$ cat config.mk
export PLATFORM = sky130hd
export DESIGN_NAME = pwm_timer
export DESIGN_NICKNAME = d
export VERILOG_FILES = /design/src/pwm_timer_pkg.sv /design/src/pwm_sync2.sv /design/src/pwm_tick_gen.sv /design/src/pwm_timer.sv
export SDC_FILE = /design/constraint.sdc
export NUM_CORES = 1
export LEC_CHECK = 0
export CORE_ASPECT_RATIO = 0.6
export CORE_MARGIN = 2
export CORE_UTILIZATION = 48
export DETAILED_ROUTE_END_ITERATION = 8
export DONT_BUFFER_PORTS = 1
export PLACE_DENSITY = 0.73
export SLEW_MARGIN = 5
export SYNTH_ARGS = -nofsm -noshare
export SYNTH_HDL_FRONTEND = slang
export SYNTH_SLANG_ARGS = --single-unit
$ cat constraint.sdc
create_clock -name clk_sys_i -period 2.57 [get_ports clk_sys_i]
set_input_delay 0.1285 -clock clk_sys_i [delete_from_list [all_inputs] [get_ports clk_sys_i]]
set_output_delay 0.1285 -clock clk_sys_i [all_outputs]
set_load 0.01 [all_outputs]
$ cat src/pwm_timer_pkg.sv
// Purpose: Shared constants for the pulse width measurement timer
// Assumes: 8-bit register port, 8-bit prescaler and timer
// Notes: Offsets are word indices on the plain register port
package pwm_timer_pkg;
  localparam logic [2:0] ADDR_MODE = 3'h0;
  localparam logic [2:0] ADDR_PRESCALER = 3'h1;
  localparam logic [2:0] ADDR_TIMER = 3'h2;
  localparam logic [2:0] ADDR_PIN_CONFIG = 3'h3;
  localparam logic [2:0] ADDR_INT_STATUS = 3'h4;
  localparam logic [2:0] ADDR_INT_MASK = 3'h5;
  localparam int MODE_RUN_BIT = 0;
  localparam int MODE_POL_BIT = 1;
  localparam int MODE_SRC_LSB = 4;
  localparam int PINCFG_SEL_BIT = 0;
  localparam int IRQ_UNDERFLOW_BIT = 0;
  localparam int IRQ_EDGE_BIT = 1;
  localparam logic [7:0] PRESCALER_RESET = 8'hff;
  localparam logic [7:0] TIMER_RESET = 8'hff;
  localparam logic [7:0] MODE_RESET = 8'h00;
  localparam logic [1:0] SRC_DIV1 = 2'h0;
  localparam logic [1:0] SRC_DIV2 = 2'h1;
  localparam logic [1:0] SRC_DIV8 = 2'h2;
  localparam logic [1:0] SRC_RING = 2'h3;
  localparam logic [2:0] DIV8_LAST = 3'h7;
endpackage

$ cat src/pwm_sync2.sv
// Purpose: Two-stage synchroniser for an asynchronous level
// Assumes: Destination clock is clk_sys_i
// Notes: First stage is read only by the second
`timescale 1ns/100ps
module pwm_sync2 (
  input wire logic clk_sys_i,
  input wire logic rst_i,
  input wire logic async_i,
  output logic sync_o
);
  logic meta_ff;
  always_ff @(posedge clk_sys_i or posedge rst_i) begin
    if (rst_i) begin
      meta_ff <= 1'b0;
      sync_o <= 1'b0;
    end else begin
      meta_ff <= async_i;
      sync_o <= meta_ff;
    end
  end
endmodule

$ cat src/pwm_tick_gen.sv
// Purpose: Count source tick generator
// Assumes: Ring oscillator level already synchronised
// Notes: One-cycle tick per selected source period
`timescale 1ns/100ps
module pwm_tick_gen (
  input wire logic clk_sys_i,
  input wire logic rst_i,
  input wire logic [1:0] src_sel_i,
  input wire logic ring_sync_i,
  output logic tick_o
);
  logic [2:0] div_ff;
  logic ring_d_ff;
  logic nxt_tick;
  always_ff @(posedge clk_sys_i or posedge rst_i) begin
    if (rst_i) begin
      div_ff <= 3'h0;
      ring_d_ff <= 1'b0;
    end else begin
      div_ff <= div_ff + 3'h1;
      ring_d_ff <= ring_sync_i;
    end
  end
  always_comb begin
    case (src_sel_i)
      pwm_timer_pkg::SRC_DIV1: nxt_tick = 1'b1;
      pwm_timer_pkg::SRC_DIV2: nxt_tick = div_ff[0];
      pwm_timer_pkg::SRC_DIV8: nxt_tick = (div_ff == pwm_timer_pkg::DIV8_LAST);
      default: nxt_tick = ring_sync_i & ~ring_d_ff;
    endcase
  end
  assign tick_o = nxt_tick;
endmodule

$ cat src/pwm_timer.sv
// Purpose: Pulse width measurement mode of a down-counting timer with prescaler
// Assumes: Pins and ring oscillator are asynchronous; register port on clk_sys_i
// Notes: Reads return data the cycle after the read strobe
// Notes on behaviour
// - The counter decrements on count ticks only while the input is at the chosen level.
// - On underflow the counter reloads from the reload register and keeps running.
// - Writing one to the run bit starts counting.
// - Writing zero to the run bit stops counting.
// - Every timer underflow raises the timer interrupt.
// - The input edge ending a measured period raises the external edge interrupt.
// - The selected pin feeds both the count gate and the edge interrupt.
// - A pin configuration bit chooses between two measurement pins.
// - Reading timer and prescaler returns the live count.
// - A write while stopped loads both reload register and counter.
// - A write while running reaches the reload on tick one, the counter on tick two, the sequencer idles on tick three, counting resumes on tick four.
// - The polarity bit picks whether the high or low period is measured.
//
// Added by the designer: the register addresses and the strobed register port.
`timescale 1ns/100ps
module pwm_timer (
  input wire logic clk_sys_i,
  input wire logic rst_i,
  input wire logic [2:0] addr_i,
  input wire logic [7:0] wdata_i,
  input wire logic wr_i,
  input wire logic rd_i,
  output logic [7:0] rdata_o,
  input wire logic measure_input_pin_a_i,
  input wire logic measure_input_pin_b_i,
  input wire logic ring_osc_clock_i,
  output logic irq_o,
  output logic timer_irq_o,
  output logic external_edge_interrupt_o
);
  typedef enum logic [3:0] {
    ST_IDLE = 4'b0001,
    ST_LATCH = 4'b0010,
    ST_XFER = 4'b0100,
    ST_RESUME = 4'b1000
  } stage_e;

  logic pin_a_sync;
  logic pin_b_sync;
  logic ring_sync;
  logic tick;
  logic [7:0] mode_reg_ff;
  logic [7:0] pin_config_reg_ff;
  logic [7:0] pre_reload_ff;
  logic [7:0] tmr_reload_ff;
  logic [7:0] pre_cnt_ff;
  logic [7:0] tmr_cnt_ff;
  logic [7:0] pre_pend_ff;
  logic [7:0] tmr_pend_ff;
  logic [1:0] int_status_ff;
  logic [1:0] int_mask_ff;
  logic meas_d_ff;
  logic irq_ff;
  logic timer_irq_ff;
  logic edge_irq_ff;
  logic [7:0] rdata_ff;
  stage_e stage_ff;
  stage_e nxt_stage;
  logic run;
  logic polarity;
  logic measure_input;
  logic gate;
  logic count_en;
  logic pre_under;
  logic tmr_under;
  logic end_edge;
  logic wr_pre;
  logic wr_tmr;
  logic wr_mode;
  logic wr_pin_cfg;
  logic wr_mask;
  logic wr_status;
  logic clr_under;
  logic clr_edge;
  logic edge_set;

  pwm_sync2 u_sync_a (
    .clk_sys_i(clk_sys_i),
    .rst_i(rst_i),
    .async_i(measure_input_pin_a_i),
    .sync_o(pin_a_sync)
  );
  pwm_sync2 u_sync_b (
    .clk_sys_i(clk_sys_i),
    .rst_i(rst_i),
    .async_i(measure_input_pin_b_i),
    .sync_o(pin_b_sync)
  );
  pwm_sync2 u_sync_ring (
    .clk_sys_i(clk_sys_i),
    .rst_i(rst_i),
    .async_i(ring_osc_clock_i),
    .sync_o(ring_sync)
  );
  pwm_tick_gen u_tick (
    .clk_sys_i(clk_sys_i),
    .rst_i(rst_i),
    .src_sel_i(mode_reg_ff[pwm_timer_pkg::MODE_SRC_LSB +: 2]),
    .ring_sync_i(ring_sync),
    .tick_o(tick)
  );

  assign run = mode_reg_ff[pwm_timer_pkg::MODE_RUN_BIT];
  assign polarity = mode_reg_ff[pwm_timer_pkg::MODE_POL_BIT];
  assign wr_pre = wr_i && (addr_i == pwm_timer_pkg::ADDR_PRESCALER);
  assign wr_tmr = wr_i && (addr_i == pwm_timer_pkg::ADDR_TIMER);
  assign wr_mode = wr_i && (addr_i == pwm_timer_pkg::ADDR_MODE);
  assign wr_pin_cfg = wr_i && (addr_i == pwm_timer_pkg::ADDR_PIN_CONFIG);
  assign wr_mask = wr_i && (addr_i == pwm_timer_pkg::ADDR_INT_MASK);
  assign wr_status = wr_i && (addr_i == pwm_timer_pkg::ADDR_INT_STATUS);
  assign clr_under = wr_status && wdata_i[pwm_timer_pkg::IRQ_UNDERFLOW_BIT];
  assign clr_edge = wr_status && wdata_i[pwm_timer_pkg::IRQ_EDGE_BIT];
  assign edge_set = run && end_edge;

  // Pin choice feeds gate and edge detector alike
  assign measure_input = pin_config_reg_ff[pwm_timer_pkg::PINCFG_SEL_BIT] ? pin_b_sync : pin_a_sync;
  assign gate = (measure_input == polarity);
  assign count_en = run && tick && gate && (stage_ff == ST_IDLE);
  assign pre_under = count_en && (pre_cnt_ff == 8'h00);
  assign tmr_under = pre_under && (tmr_cnt_ff == 8'h00);
  // Leaving the measured level ends a period
  assign end_edge = (meas_d_ff == polarity) && (measure_input != polarity);

  // Mode register
  always_ff @(posedge clk_sys_i or posedge rst_i) begin
    if (rst_i) begin
      mode_reg_ff <= pwm_timer_pkg::MODE_RESET;
    end else if (wr_mode) begin
      mode_reg_ff <= wdata_i & 8'h33;
    end
  end

  // Pin configuration register
  always_ff @(posedge clk_sys_i or posedge rst_i) begin
    if (rst_i) begin
      pin_config_reg_ff <= 8'h00;
    end else if (wr_pin_cfg) begin
      pin_config_reg_ff <= {7'h00, wdata_i[pwm_timer_pkg::PINCFG_SEL_BIT]};
    end
  end

  // Interrupt mask register
  always_ff @(posedge clk_sys_i or posedge rst_i) begin
    if (rst_i) begin
      int_mask_ff <= 2'h0;
    end else if (wr_mask) begin
      int_mask_ff <= wdata_i[1:0];
    end
  end

  // Staged reload sequencer for writes while running
  always_comb begin
    nxt_stage = stage_ff;
    case (stage_ff)
      ST_IDLE: if (run && (wr_pre || wr_tmr)) nxt_stage = ST_LATCH;
      ST_LATCH: if (tick) nxt_stage = ST_XFER;
      ST_XFER: if (tick) nxt_stage = ST_RESUME;
      ST_RESUME: if (tick) nxt_stage = ST_IDLE;
      default: nxt_stage = ST_IDLE;
    endcase
    if (!run) begin
      nxt_stage = ST_IDLE;
    end
  end

  always_ff @(posedge clk_sys_i or posedge rst_i) begin
    if (rst_i) begin
      stage_ff <= ST_IDLE;
    end else begin
      stage_ff <= nxt_stage;
    end
  end

  // Pending write values
  always_ff @(posedge clk_sys_i or posedge rst_i) begin
    if (rst_i) begin
      pre_pend_ff <= pwm_timer_pkg::PRESCALER_RESET;
      tmr_pend_ff <= pwm_timer_pkg::TIMER_RESET;
    end else begin
      if (wr_pre) begin
        pre_pend_ff <= wdata_i;
      end
      if (wr_tmr) begin
        tmr_pend_ff <= wdata_i;
      end
    end
  end

  // Reload registers
  always_ff @(posedge clk_sys_i or posedge rst_i) begin
    if (rst_i) begin
      pre_reload_ff <= pwm_timer_pkg::PRESCALER_RESET;
      tmr_reload_ff <= pwm_timer_pkg::TIMER_RESET;
    end else if (!run) begin
      if (wr_pre) begin
        pre_reload_ff <= wdata_i;
      end
      if (wr_tmr) begin
        tmr_reload_ff <= wdata_i;
      end
    end else if (stage_ff == ST_LATCH && tick) begin
      pre_reload_ff <= pre_pend_ff;
      tmr_reload_ff <= tmr_pend_ff;
    end
  end

  // Prescaler and timer counters
  always_ff @(posedge clk_sys_i or posedge rst_i) begin
    if (rst_i) begin
      pre_cnt_ff <= pwm_timer_pkg::PRESCALER_RESET;
      tmr_cnt_ff <= pwm_timer_pkg::TIMER_RESET;
    end else if (!run) begin
      if (wr_pre) begin
        pre_cnt_ff <= wdata_i;
      end
      if (wr_tmr) begin
        tmr_cnt_ff <= wdata_i;
      end
    end else if (stage_ff == ST_XFER && tick) begin
      pre_cnt_ff <= pre_reload_ff;
      tmr_cnt_ff <= tmr_reload_ff;
    end else if (count_en) begin
      if (pre_under) begin
        pre_cnt_ff <= pre_reload_ff;
        if (tmr_under) begin
          tmr_cnt_ff <= tmr_reload_ff;
        end else begin
          tmr_cnt_ff <= tmr_cnt_ff - 8'h01;
        end
      end else begin
        pre_cnt_ff <= pre_cnt_ff - 8'h01;
      end
    end
  end

  // Edge detector history
  always_ff @(posedge clk_sys_i or posedge rst_i) begin
    if (rst_i) begin
      meas_d_ff <= 1'b0;
    end else begin
      meas_d_ff <= measure_input;
    end
  end

  // Sticky status, set wins over write-one clear
  always_ff @(posedge clk_sys_i or posedge rst_i) begin
    if (rst_i) begin
      int_status_ff <= 2'h0;
    end else begin
      int_status_ff[pwm_timer_pkg::IRQ_UNDERFLOW_BIT] <= tmr_under ||
        (int_status_ff[pwm_timer_pkg::IRQ_UNDERFLOW_BIT] && !clr_under);
      int_status_ff[pwm_timer_pkg::IRQ_EDGE_BIT] <= edge_set ||
        (int_status_ff[pwm_timer_pkg::IRQ_EDGE_BIT] && !clr_edge);
    end
  end

  // Combined level request
  always_ff @(posedge clk_sys_i or posedge rst_i) begin
    if (rst_i) begin
      irq_ff <= 1'b0;
    end else begin
      irq_ff <= |(int_status_ff & int_mask_ff);
    end
  end

  // Underflow pulse
  always_ff @(posedge clk_sys_i or posedge rst_i) begin
    if (rst_i) begin
      timer_irq_ff <= 1'b0;
    end else begin
      timer_irq_ff <= tmr_under;
    end
  end

  // End-of-period pulse
  always_ff @(posedge clk_sys_i or posedge rst_i) begin
    if (rst_i) begin
      edge_irq_ff <= 1'b0;
    end else begin
      edge_irq_ff <= edge_set;
    end
  end

  // Read data, one cycle after the strobe
  always_ff @(posedge clk_sys_i or posedge rst_i) begin
    if (rst_i) begin
      rdata_ff <= 8'h00;
    end else if (rd_i) begin
      case (addr_i)
        pwm_timer_pkg::ADDR_MODE: rdata_ff <= mode_reg_ff;
        pwm_timer_pkg::ADDR_PRESCALER: rdata_ff <= pre_cnt_ff;
        pwm_timer_pkg::ADDR_TIMER: rdata_ff <= tmr_cnt_ff;
        pwm_timer_pkg::ADDR_PIN_CONFIG: rdata_ff <= pin_config_reg_ff;
        pwm_timer_pkg::ADDR_INT_STATUS: rdata_ff <= {6'h00, int_status_ff};
        pwm_timer_pkg::ADDR_INT_MASK: rdata_ff <= {6'h00, int_mask_ff};
        default: rdata_ff <= 8'h00;
      endcase
    end else begin
      rdata_ff <= 8'h00;
    end
  end

  assign rdata_o = rdata_ff;
  assign irq_o = irq_ff;
  assign timer_irq_o = timer_irq_ff;
  assign external_edge_interrupt_o = edge_irq_ff;
endmodule

**Word level (Yosys, flattened, before mapping)**

Cells that the tools add are included.

- $add $sub $neg: 3
- Multipliers: 0
- Div/mod/pow operators: 0
- $lt $le $gt $ge: 0
- Eq/ne operators: 22
- Shift-type cells: 0
- Multiplexer cells: 25
- Bitwise gates (word level): 3
- Reduce and logical (&&, ||, !) cells: 37

Operators by type and width:

| operator | number |
|---|---|
| $mux W8 | 16 |
| $pmux W8 S6 | 1 |
| $logic_and A1 B1 Y1 | 20 |
| $mux W4 | 5 |
| $logic_not A8 Y1 | 2 |
| $pmux W4 S4 | 1 |
| $sub A8 B1 Y8 const B | 2 |
| $eq A3 B3 Y1 const B | 3 |
| $ne A3 B3 Y1 const B | 3 |
| $eq A3 B2 Y1 const B | 2 |
| $ne A3 B1 Y1 const B | 2 |
| $reduce_and A2 Y1 | 3 |
| $eq A4 B1 Y1 const B | 1 |
| $eq A4 B2 Y1 const B | 1 |
| $eq A4 B3 Y1 const B | 1 |
| $eq A4 B4 Y1 const B | 1 |
| $reduce_and A4 Y1 | 1 |
| $reduce_bool A2 Y1 | 2 |
| $add A3 B1 Y3 const B | 1 |
| $eq A3 B1 Y1 const B | 1 |
| $logic_not A3 Y1 | 1 |
| $logic_or A1 B1 Y1 | 3 |
| $ne A3 B2 Y1 const B | 1 |
| $pmux W1 S3 | 1 |
| other kinds (13) | 15 |

- Register bits after elaboration: 83
- Latch bits: 0
- RAM bits: 0
- Memory bits (read-only): 0
- Input bits: 18
- Output and inout port bits: 11
- Word-level logic and storage cells: 114
- Memories kept: 0

**Logic depth before layout (Yosys ltp)**

Gate-level depths: netlist (run 1).

- Word-level depth: 13
- Gate-level depth with buffers: 10

**Modules after synthesis**

A second synthesis (run 1) with hierarchy kept.

- Cell total of the unflattened synthesis: 412
- Area, all modules: 4219.0 µm²

By module, submodules not included:

| module | instances | cells an instance | area an instance (µm²) | sequential area each (µm²) |
|---|---|---|---|---|
| pwm_timer | 1 | 391 | 3885.0 | 1888.1 |
| pwm_tick_gen | 1 | 12 | 172.7 | 100.1 |
| pwm_sync2 | 3 | 3 | 53.8 | 50.0 |

**Worst setup path before layout (run 1)**

No wires, ideal clock.

- Path kind: flip-flop to flip-flop
- From: register pre_cnt_ff[0]
- To: register pre_cnt_ff[7]
- Setup time: 0.082 ns
- Data arrival time: 2.480 ns
- Setup slack: 0.008 ns
- Stages on the path, launching flop included: 9
- Path buffers: 0
- Cells stage by stage: dfstp_2 > inv_1 > ha_1 > or4b_4 > or3_4 > o31a_1 > o21ai_4 > a2bb2o_4 > a211o_1

- Cells in the longest elaborated chain, start to end: 6
- Elaborated cells on any way between the ends: 7
- Those cells by class: 1 x add/sub; 4 x mux; 2 x reduce/logical

Ends and longest elaborated chain:

| what | RTL line | source |
|---|---|---|
| from (decl) | pwm_timer.sv:50 | `logic [7:0] pre_cnt_ff;` |
| from (signal assigned) | pwm_timer.sv:214 | `pre_cnt_ff <= pwm_timer_pkg::PRESCALER_RESET;` |
| from (signal assigned) | pwm_timer.sv:218 | `pre_cnt_ff <= wdata_i;` |
| from (signal assigned) | pwm_timer.sv:224 | `pre_cnt_ff <= pre_reload_ff;` |
| parallel branches: the longest is 2 deep, another holds $sub A8 B1 Y8 | -- |  |
| $mux W8 (*) | pwm_timer.sv:227 | `if (pre_under) begin` |
| $mux W8 (*) | pwm_timer.sv:226 | `end else if (count_en) begin` |
| $mux W8 (*) | pwm_timer.sv:223 | `end else if (stage_ff == ST_XFER && tick) begin` |
| $mux W8 (*) | pwm_timer.sv:216 | `end else if (!run) begin` |

Every way passes the cells marked *. The select of a mux whose other input is x is not followed.
A chain may end at the register's enable or synchronous reset.

**Worst setup path in the final report (run 1)**

- From: register pre_cnt_ff[0]
- To: register pre_cnt_ff[5]

The elaborated chain is that of the path after synthesis.

==> impl_metrics.tcl, run 1 <==
set metrics [dict create \
    rsz0062_at_grt "true" \
    first_pass_iters 6 \
    clk_pin_slew_ns 0.06 \
    grt_pass1_vias 3618 \
    finalCritPeriodShare_pct 100.3 \
    max_freq_mhz 387.8 \
    fill_cells 740 \
    syn_area_um2 4359 \
    routed_wl_um 12590 \
    cp_max_fo 4 \
    violations "negative setup slack" \
    synth_cells 466 \
    worstSetupPathType "reg -> reg" \
    pwr-share-comb_pct 27.1 \
    async_flop_share_pct 100.0 \
    die_h_um 77.82 \
    fin_cells 618 \
    timing.final.ws_setup_ns -0.008611 \
    synth-xor-area-share_pct 1.607 \
    final_layout_size_suffix_gt1_share_pct 26.34 \
    grt_pass1_wl_um 20180 \
    vias 3788 \
    crit_required_ns 2.84 \
    p_int_w 0.003069 \
    io_buffers 0 \
    io_pins 29 \
    area_growth_syn_to_layout_pct 19.63 \
    powerDensity_nw_per_um2 883.0 \
    cts_buffer_depth 2 \
    start_util_pct 50.38 \
    timing.hold.ws_ns 0.01569 \
    pwr-share-clk_pct 28.3 \
    seqPwrFrac_pct 44.6 \
    clock_skew_ns 0.009434 \
    die_w_um 127.0 \
    yosysWarnings 0 \
    synth_top_family_by_area "simple AND/OR/NAND/NOR gates" \
    cts_root_buf "clkbuf_16" \
    numClockSinks 83 \
    gr-total-overflow 0 \
    setup_violations 1 \
    p_leak_nw 2.166 \
    drt_iter0_drc 539 \
    grt_antenna_before_repair 1 \
    maxSlewViolCount 0 \
    wire_per_inst_um 20.38 \
    synth.avg_cell_area_um2 9.354 \
    final_util_pct 60.27 \
    cap_violations 0 \
    synth-compound-area-share_pct 17.34 \
    core_um2 8653 \
    synthAdderAreaFrac_pct 1.148 \
    synth-simple-area-share_pct 22.24 \
    worst_pin_slew_ns 0.6026 \
    htree_levels 3 \
    fin_crit_ns 2.579 \
    synth_edf_count 0 \
    dp_hpwl_um 8634 \
    clk_latency_ns 0.34 \
    final_nets 522 \
    ys_seq_elements 83 \
    yosysUniqueCellTypes 69 \
    finalSetupTns_ns -0.008611 \
    dr_wl_met3_um 1451 \
    hp-class "in -> reg" \
    drt-met1-wl_um 5903 \
    finalHoldViolCount 0 \
    relSlewSlack_pct 59.78 \
    dr_wl_met2_um 5069 \
    vdd_ir_drop_max_mv 0.4139 \
    avgViaCountPerCell 6.129 \
    dieArea_um2 9885 \
    placedCellCount 581 \
    outcome "finished with violations" \
    cp-end-kind "flop" \
    switching_share_pct 33.36 \
    highest_layer "met4" \
    cts_tree "yes" \
    cp_data_arrival_time_ns 2.85 \
    p_sw_w 0.001536 \
    synth_nets 488 \
    drc_errors 0 \
    cts_buffers 9 \
    place.gp.congestion 0.9975 \
    gr-usage-all-layers_pct 26.84 \
    rows 26 \
    antenna_left 0 \
    synthMuxAreaShare_pct 4.449 \
    synth_ff_type "dfstp_2" \
    yosysSeqAreaShare_pct 49.05 \
    grt_start_max_net_pins 51 \
    startpoint_type "flop" \
]
state kept, by name, indices dropped and copies added (netlist names), 2 cells and up:
signal and flops:
pre_pend_ff 8, pre_cnt_ff 8, rdata_o 8, pre_reload_ff 8, mode_reg_ff 4, int_status_ff 2
tmr_reload_ff 8, int_mask_ff 2, tmr_cnt_ff 8, stage_ff 4, u_tick.div_ff 3, tmr_pend_ff 8
synth_stat cells, types with 2 or more instances:
cell type,instances,area share (%)
or3_1,5,0.72
o32ai_1,8,1.6
xor2_1,3,0.60
nor2b_1,7,1.0
nand2_1,107,9.2
dfstp_2,49,30
nand4_1,5,0.72
a41oi_1,3,0.60
a31oi_1,14,2.0
o21bai_1,3,0.52
o21ai_0,16,1.8
o22ai_1,3,0.43
o211ai_1,4,0.69
a22oi_1,5,0.86
buf_6,2,0.52
a211o_1,2,0.40
or2_2,2,0.29
a22o_1,2,0.40
ha_1,4,1.1
xnor2_1,5,1.0
and2_1,4,0.57
mux2i_1,7,1.6
a21oi_1,10,1.1
nor3_1,12,1.4
nor2_1,34,2.9
mux2_2,9,2.3
nor4_1,2,0.29
a222oi_1,5,1.1
clkbuf_1,24,2.1
nand3b_1,5,0.86
nor3b_1,2,0.34
nand3_1,12,1.4
dfrtp_1,34,20
inv_1,16,1.4
nand2b_1,3,0.43
o221ai_1,5,1.0
repair_timing:
| action | in CTS | in global routing |
|---|---|---|
| hold buffers | 17 | 0 |
| endpoints found under the hold margin | 65 | 0 |
| resized for setup | 3 | 18 |
| pin swaps | 1 | 5 |
| buffers inserted | 0 | 3 |
| endpoints found under the setup margin | 4 | 14 |
cell families after synthesis:
| family | count (synthesis) |
|---|---|
| fa+ha+maj | 4 |
| simple gates | 210 |
| buf+inv | 44 |
| flops | 83 |
| xor+xnor | 8 |
| compound gates | 100 |
| mux | 17 |
through the flow:
stage	worst slack, ns	total power (W)	cell area, um2
2_1_floorplan	0.008227	0.002740	4359
6_report	-0.008611	0.004605	5215
4_1_cts	0.001299	0.004512	5116
3_3_place_gp	0.03469	0.003129	4637
3_5_place_dp	-0.04717	0.003161	4637
5_1_grt	-0.06499	0.004852	5215
layout by cell type (no fill, tap or decap), types with 3 or more instances in the layout:
cell	Yosys	layout
a21oi_1	10	10
a222oi_1	5	5
a22oi_1	5	5
a31oi_1	14	12
a41oi_1	3	3
and2_1	4	4
buf_4	0	30
clkbuf_16	0	9
clkinv_2	0	4
dfrtp_1	34	34
dfstp_2	49	49
dlygate4sd3_1	0	17
ha_1	4	3
inv_1	16	13
mux2_2	9	9
mux2i_1	7	7
nand2_1	107	107
nand2b_1	3	3
nand3_1	12	12
nand3b_1	5	5
nand4_1	5	5
nor2_1	34	31
nor2_2	0	3
nor2b_1	7	7
nor3_1	12	11
o211ai_1	4	4
o21ai_0	16	14
o21ai_1	1	3
o21bai_1	3	3
o221ai_1	5	5
o22ai_1	3	3
o32ai_1	8	8
or3_1	5	3
or3_4	1	3
xnor2_1	5	5
xor2_1	3	3
critical path, stage by stage, from the launching register on:
cell     delay, ns
dfstp_2       0.37
inv_2         0.07
ha_4          0.13
or4b_4        0.46
or3_4         0.38
buf_6         0.14
or3_4         0.40
nor3_2        0.17
o21ai_1       0.08
a32o_2        0.28
path summary, 6_finish.rpt:
path | startpoint | slack [ns] | end | depth (start not counted)
hold reg to reg | u_sync_a.meta_ff | 0.35 | u_sync_a.sync_o | 0
setup reg to reg | pre_cnt_ff[0] | -0.009 | pre_cnt_ff[5] | 9
hold / removal | wr_i | 0.02 | int_mask_ff[0] | 2
setup / recovery | pre_cnt_ff[0] | -0.009 | pre_cnt_ff[5] | 9
min in group asynchronous | rst_i | 0.29 | u_sync_ring.meta_ff | 2
max in group asynchronous | rst_i | 1.56 | pre_cnt_ff[4] | 3
per-layer routing:
metal	vias up	global-route usage, %
li1	1734	-
met1	1826	42.77
met2	207	34.57
met3	21	8.069
met4	0	7.143
met5	-	0
cell type report:
| class | count | area, um2 | share of cell area [%] |
|---|---|---|---|
| Timing Repair Buffer | 51 | 457.9 | 8.781 |
| Sequential cell | 83 | 2138 | 41.00 |
| Multi-Input combinational cell | 339 | 2116 | 40.57 |
| Antenna cell | 1 | 2.502 | 0.04798 |
| Clock inverter | 7 | 73.82 | 1.416 |
| Clock buffer | 9 | 225.2 | 4.319 |
| Inverter | 16 | 61.31 | 1.176 |
| Tap cell | 112 | 140.1 | 2.687 |
power groups by stage:
stage / clock network [W] / registers [W] / logic [W]
2_1_floorplan: 0 / 0.00193 / 0.000808
3_3_place_gp: 0 / 0.00203 / 0.00110
3_5_place_dp: 0 / 0.00204 / 0.00112
4_1_cts: 0.00133 / 0.00202 / 0.00116
5_1_grt: 0.00138 / 0.00208 / 0.00139
6_report: 0.00130 / 0.00205 / 0.00125
(Power assumes the default switching activity.)
==> run 2: changes to the inputs <==
- CORE_UTILIZATION: 48 -> 46
- PLACE_DENSITY: 0.73 -> 0.71
==> impl_metrics.tcl, run 2 (same netlist as run 1, synthesis figures left out) <==
set metrics [dict create \
    vias 3833 \
    maxSlewViolCount 0 \
    die_h_um 79.41 \
    dieArea_um2 10300 \
    drt_iter0_drc 335 \
    clk_latency_ns 0.35 \
    grt_pass1_vias 3642 \
    cts_root_buf "clkbuf_16" \
    startpoint_type "flop" \
    cp_data_arrival_time_ns 2.87 \
    violations "negative setup slack" \
    seqPwrFrac_pct 42.3 \
    grt_pass1_wl_um 20240 \
    gr-total-overflow 0 \
    powerDensity_nw_per_um2 902.4 \
    fin_crit_ns 2.612 \
    wire_per_inst_um 19.44 \
    pwr-share-clk_pct 30.7 \
    hp-class "in -> reg" \
    cp-end-kind "flop" \
    rsz0062_at_grt "true" \
    place_area_um2 4690 \
    p_leak_nw 2.210 \
    place.gp.congestion 0.9456 \
    routed_wl_um 12500 \
    clk_pin_slew_ns 0.06 \
    reg2reg_slack_ns -0.04 \
    io_pins 29 \
    endpoint "tmr_cnt_ff[5]" \
    dp_hpwl_um 8630 \
    final_layout_size_suffix_gt1_share_pct 25.64 \
    io_buffers 0 \
    drc_errors 0 \
    fin_area_um2 5326 \
    worst_pin_slew_ns 0.8603 \
    htree_levels 3 \
    numClockSinks 83 \
    core_um2 9189 \
    cap_violations 0 \
    max_freq_mhz 382.8 \
    crit_path_start "pre_cnt_ff[0]" \
    finalHoldViolCount 0 \
    timing.hold.ws_ns 0.01532 \
    p_total_w 0.004807 \
    reg2reg_from "pre_cnt_ff[0]" \
    vdd_ir_drop_max_mv 0.4703 \
    area_growth_syn_to_layout_pct 22.19 \
    hold_path.startpoint "addr_i[2]" \
    p_sw_w 0.001530 \
    start_util_pct 47.44 \
    cts_tree "yes" \
    worstSetupPathType "reg -> reg" \
    final_nets 528 \
    antenna_left 0 \
    rows 27 \
    die_w_um 129.7 \
    cts_buffer_depth 2 \
    clock_skew_ns 0.005715 \
    layout_commonest_cell "nand2_1" \
    avgViaCountPerCell 5.961 \
    p_int_w 0.003277 \
    outcome "finished with violations" \
    cp_max_fo 8 \
    gr-usage-all-layers_pct 26.39 \
    relSlewSlack_pct 42.64 \
    switching_share_pct 31.83 \
    final_util_pct 57.97 \
    pwr-share-comb_pct 26.9 \
    grt_antenna_before_repair 0 \
    finalCritPeriodShare_pct 101.6 \
    layout_common_cells "nand2_1, dfstp_2, buf_4, nor2_1, dfrtp_1" \
    grt_start_max_net_pins 51 \
    fill_cells 815 \
    crit_required_ns 2.83 \
    timing.final.ws_setup_ns -0.04200 \
    first_pass_iters 7 \
    multi_input_area_um2 2093 \
    setup_violations 6 \
    ff_latch_area_um2 2138 \
    timing.rr.end "tmr_cnt_ff[5]" \
    r2r_cells 9 \
    cts_buffers 9 \
]
## run 2: how the worst min path moves through the flow
| stage | end | slack, ns | depth (start not counted) |
|---|---|---|---|
| 3_3_place_gp | u_sync_a.meta_ff | 0.16 | 0 |
| 4_1_cts | rdata_o[0] | 0.01 | 2 |
| 6_report | rdata_o[0] | 0.02 | 2 |
| 2_1_floorplan | u_sync_a.meta_ff | 0.16 | 0 |
| 3_5_place_dp | u_sync_b.meta_ff | 0.16 | 0 |
| 5_1_grt | int_mask_ff[0] | 0.02 | 2 |
## run 2: power groups by stage
stage,clock network (W),registers [W],logic [W]
after detailed placement,0,0.00203,0.00116
after CTS,0.00150,0.00202,0.00121
after global placement,0,0.00203,0.00114
after global routing,0.00155,0.00206,0.00144
after floorplan,0,0.00193,0.000808
final,0.00148,0.00204,0.00129
## run 2: timing repair
| action | in CTS | in global routing |
|---|---|---|
| hold buffers | 18 | 0 |
| pin swaps | 1 | 2 |
| endpoints found under the hold margin | 67 | 0 |
| setup buffers | 0 | 3 |
| resized for setup | 3 | 10 |
| gates cloned | 0 | 1 |
| endpoints found under the setup margin | 9 | 16 |
## run 2: per-layer routing
metal,share of wire [%],track usage (%),up-vias
met5,0,0,-
met4,1.2,7.634,0
met3,12,6.702,15
met2,39,34.03,191
met1,48,42.31,1869
li1,-,-,1758
## run 2: per-stage QoR
| step | setup slack (ns) | std cells | TNS, ns |
|---|---|---|---|
| after global routing | -0.09939 | 641 | -0.6441 |
| after global placement | 0.05447 | 603 | 0 |
| after CTS | 0.01007 | 637 | 0 |
| after floorplan | 0.008227 | 466 | 0 |
| final | -0.04200 | 643 | -0.09224 |
| after detailed placement | -0.005205 | 603 | -0.005205 |
## run 2: area by class of cell
cell class              count  share of cell area [%]
multi-input cells         339                   39.30
clock inverters             5                   1.550
repair buffers             57                   9.749
diodes                      2                 0.09396
well taps                 130                   3.054
flip-flops and latches     83                   40.15
clock buffers              11                   4.957
inverters                  16                   1.151
## run 2: critical path: stages, from the launching register on
cell and delay (ns):
dfstp_2 0.37, inv_2 0.07, ha_4 0.13, or4b_4 0.46, or3_4 0.39, o31a_1 0.34
o31ai_4 0.36, buf_12 0.18, nor2_1 0.04, a41oi_1 0.18
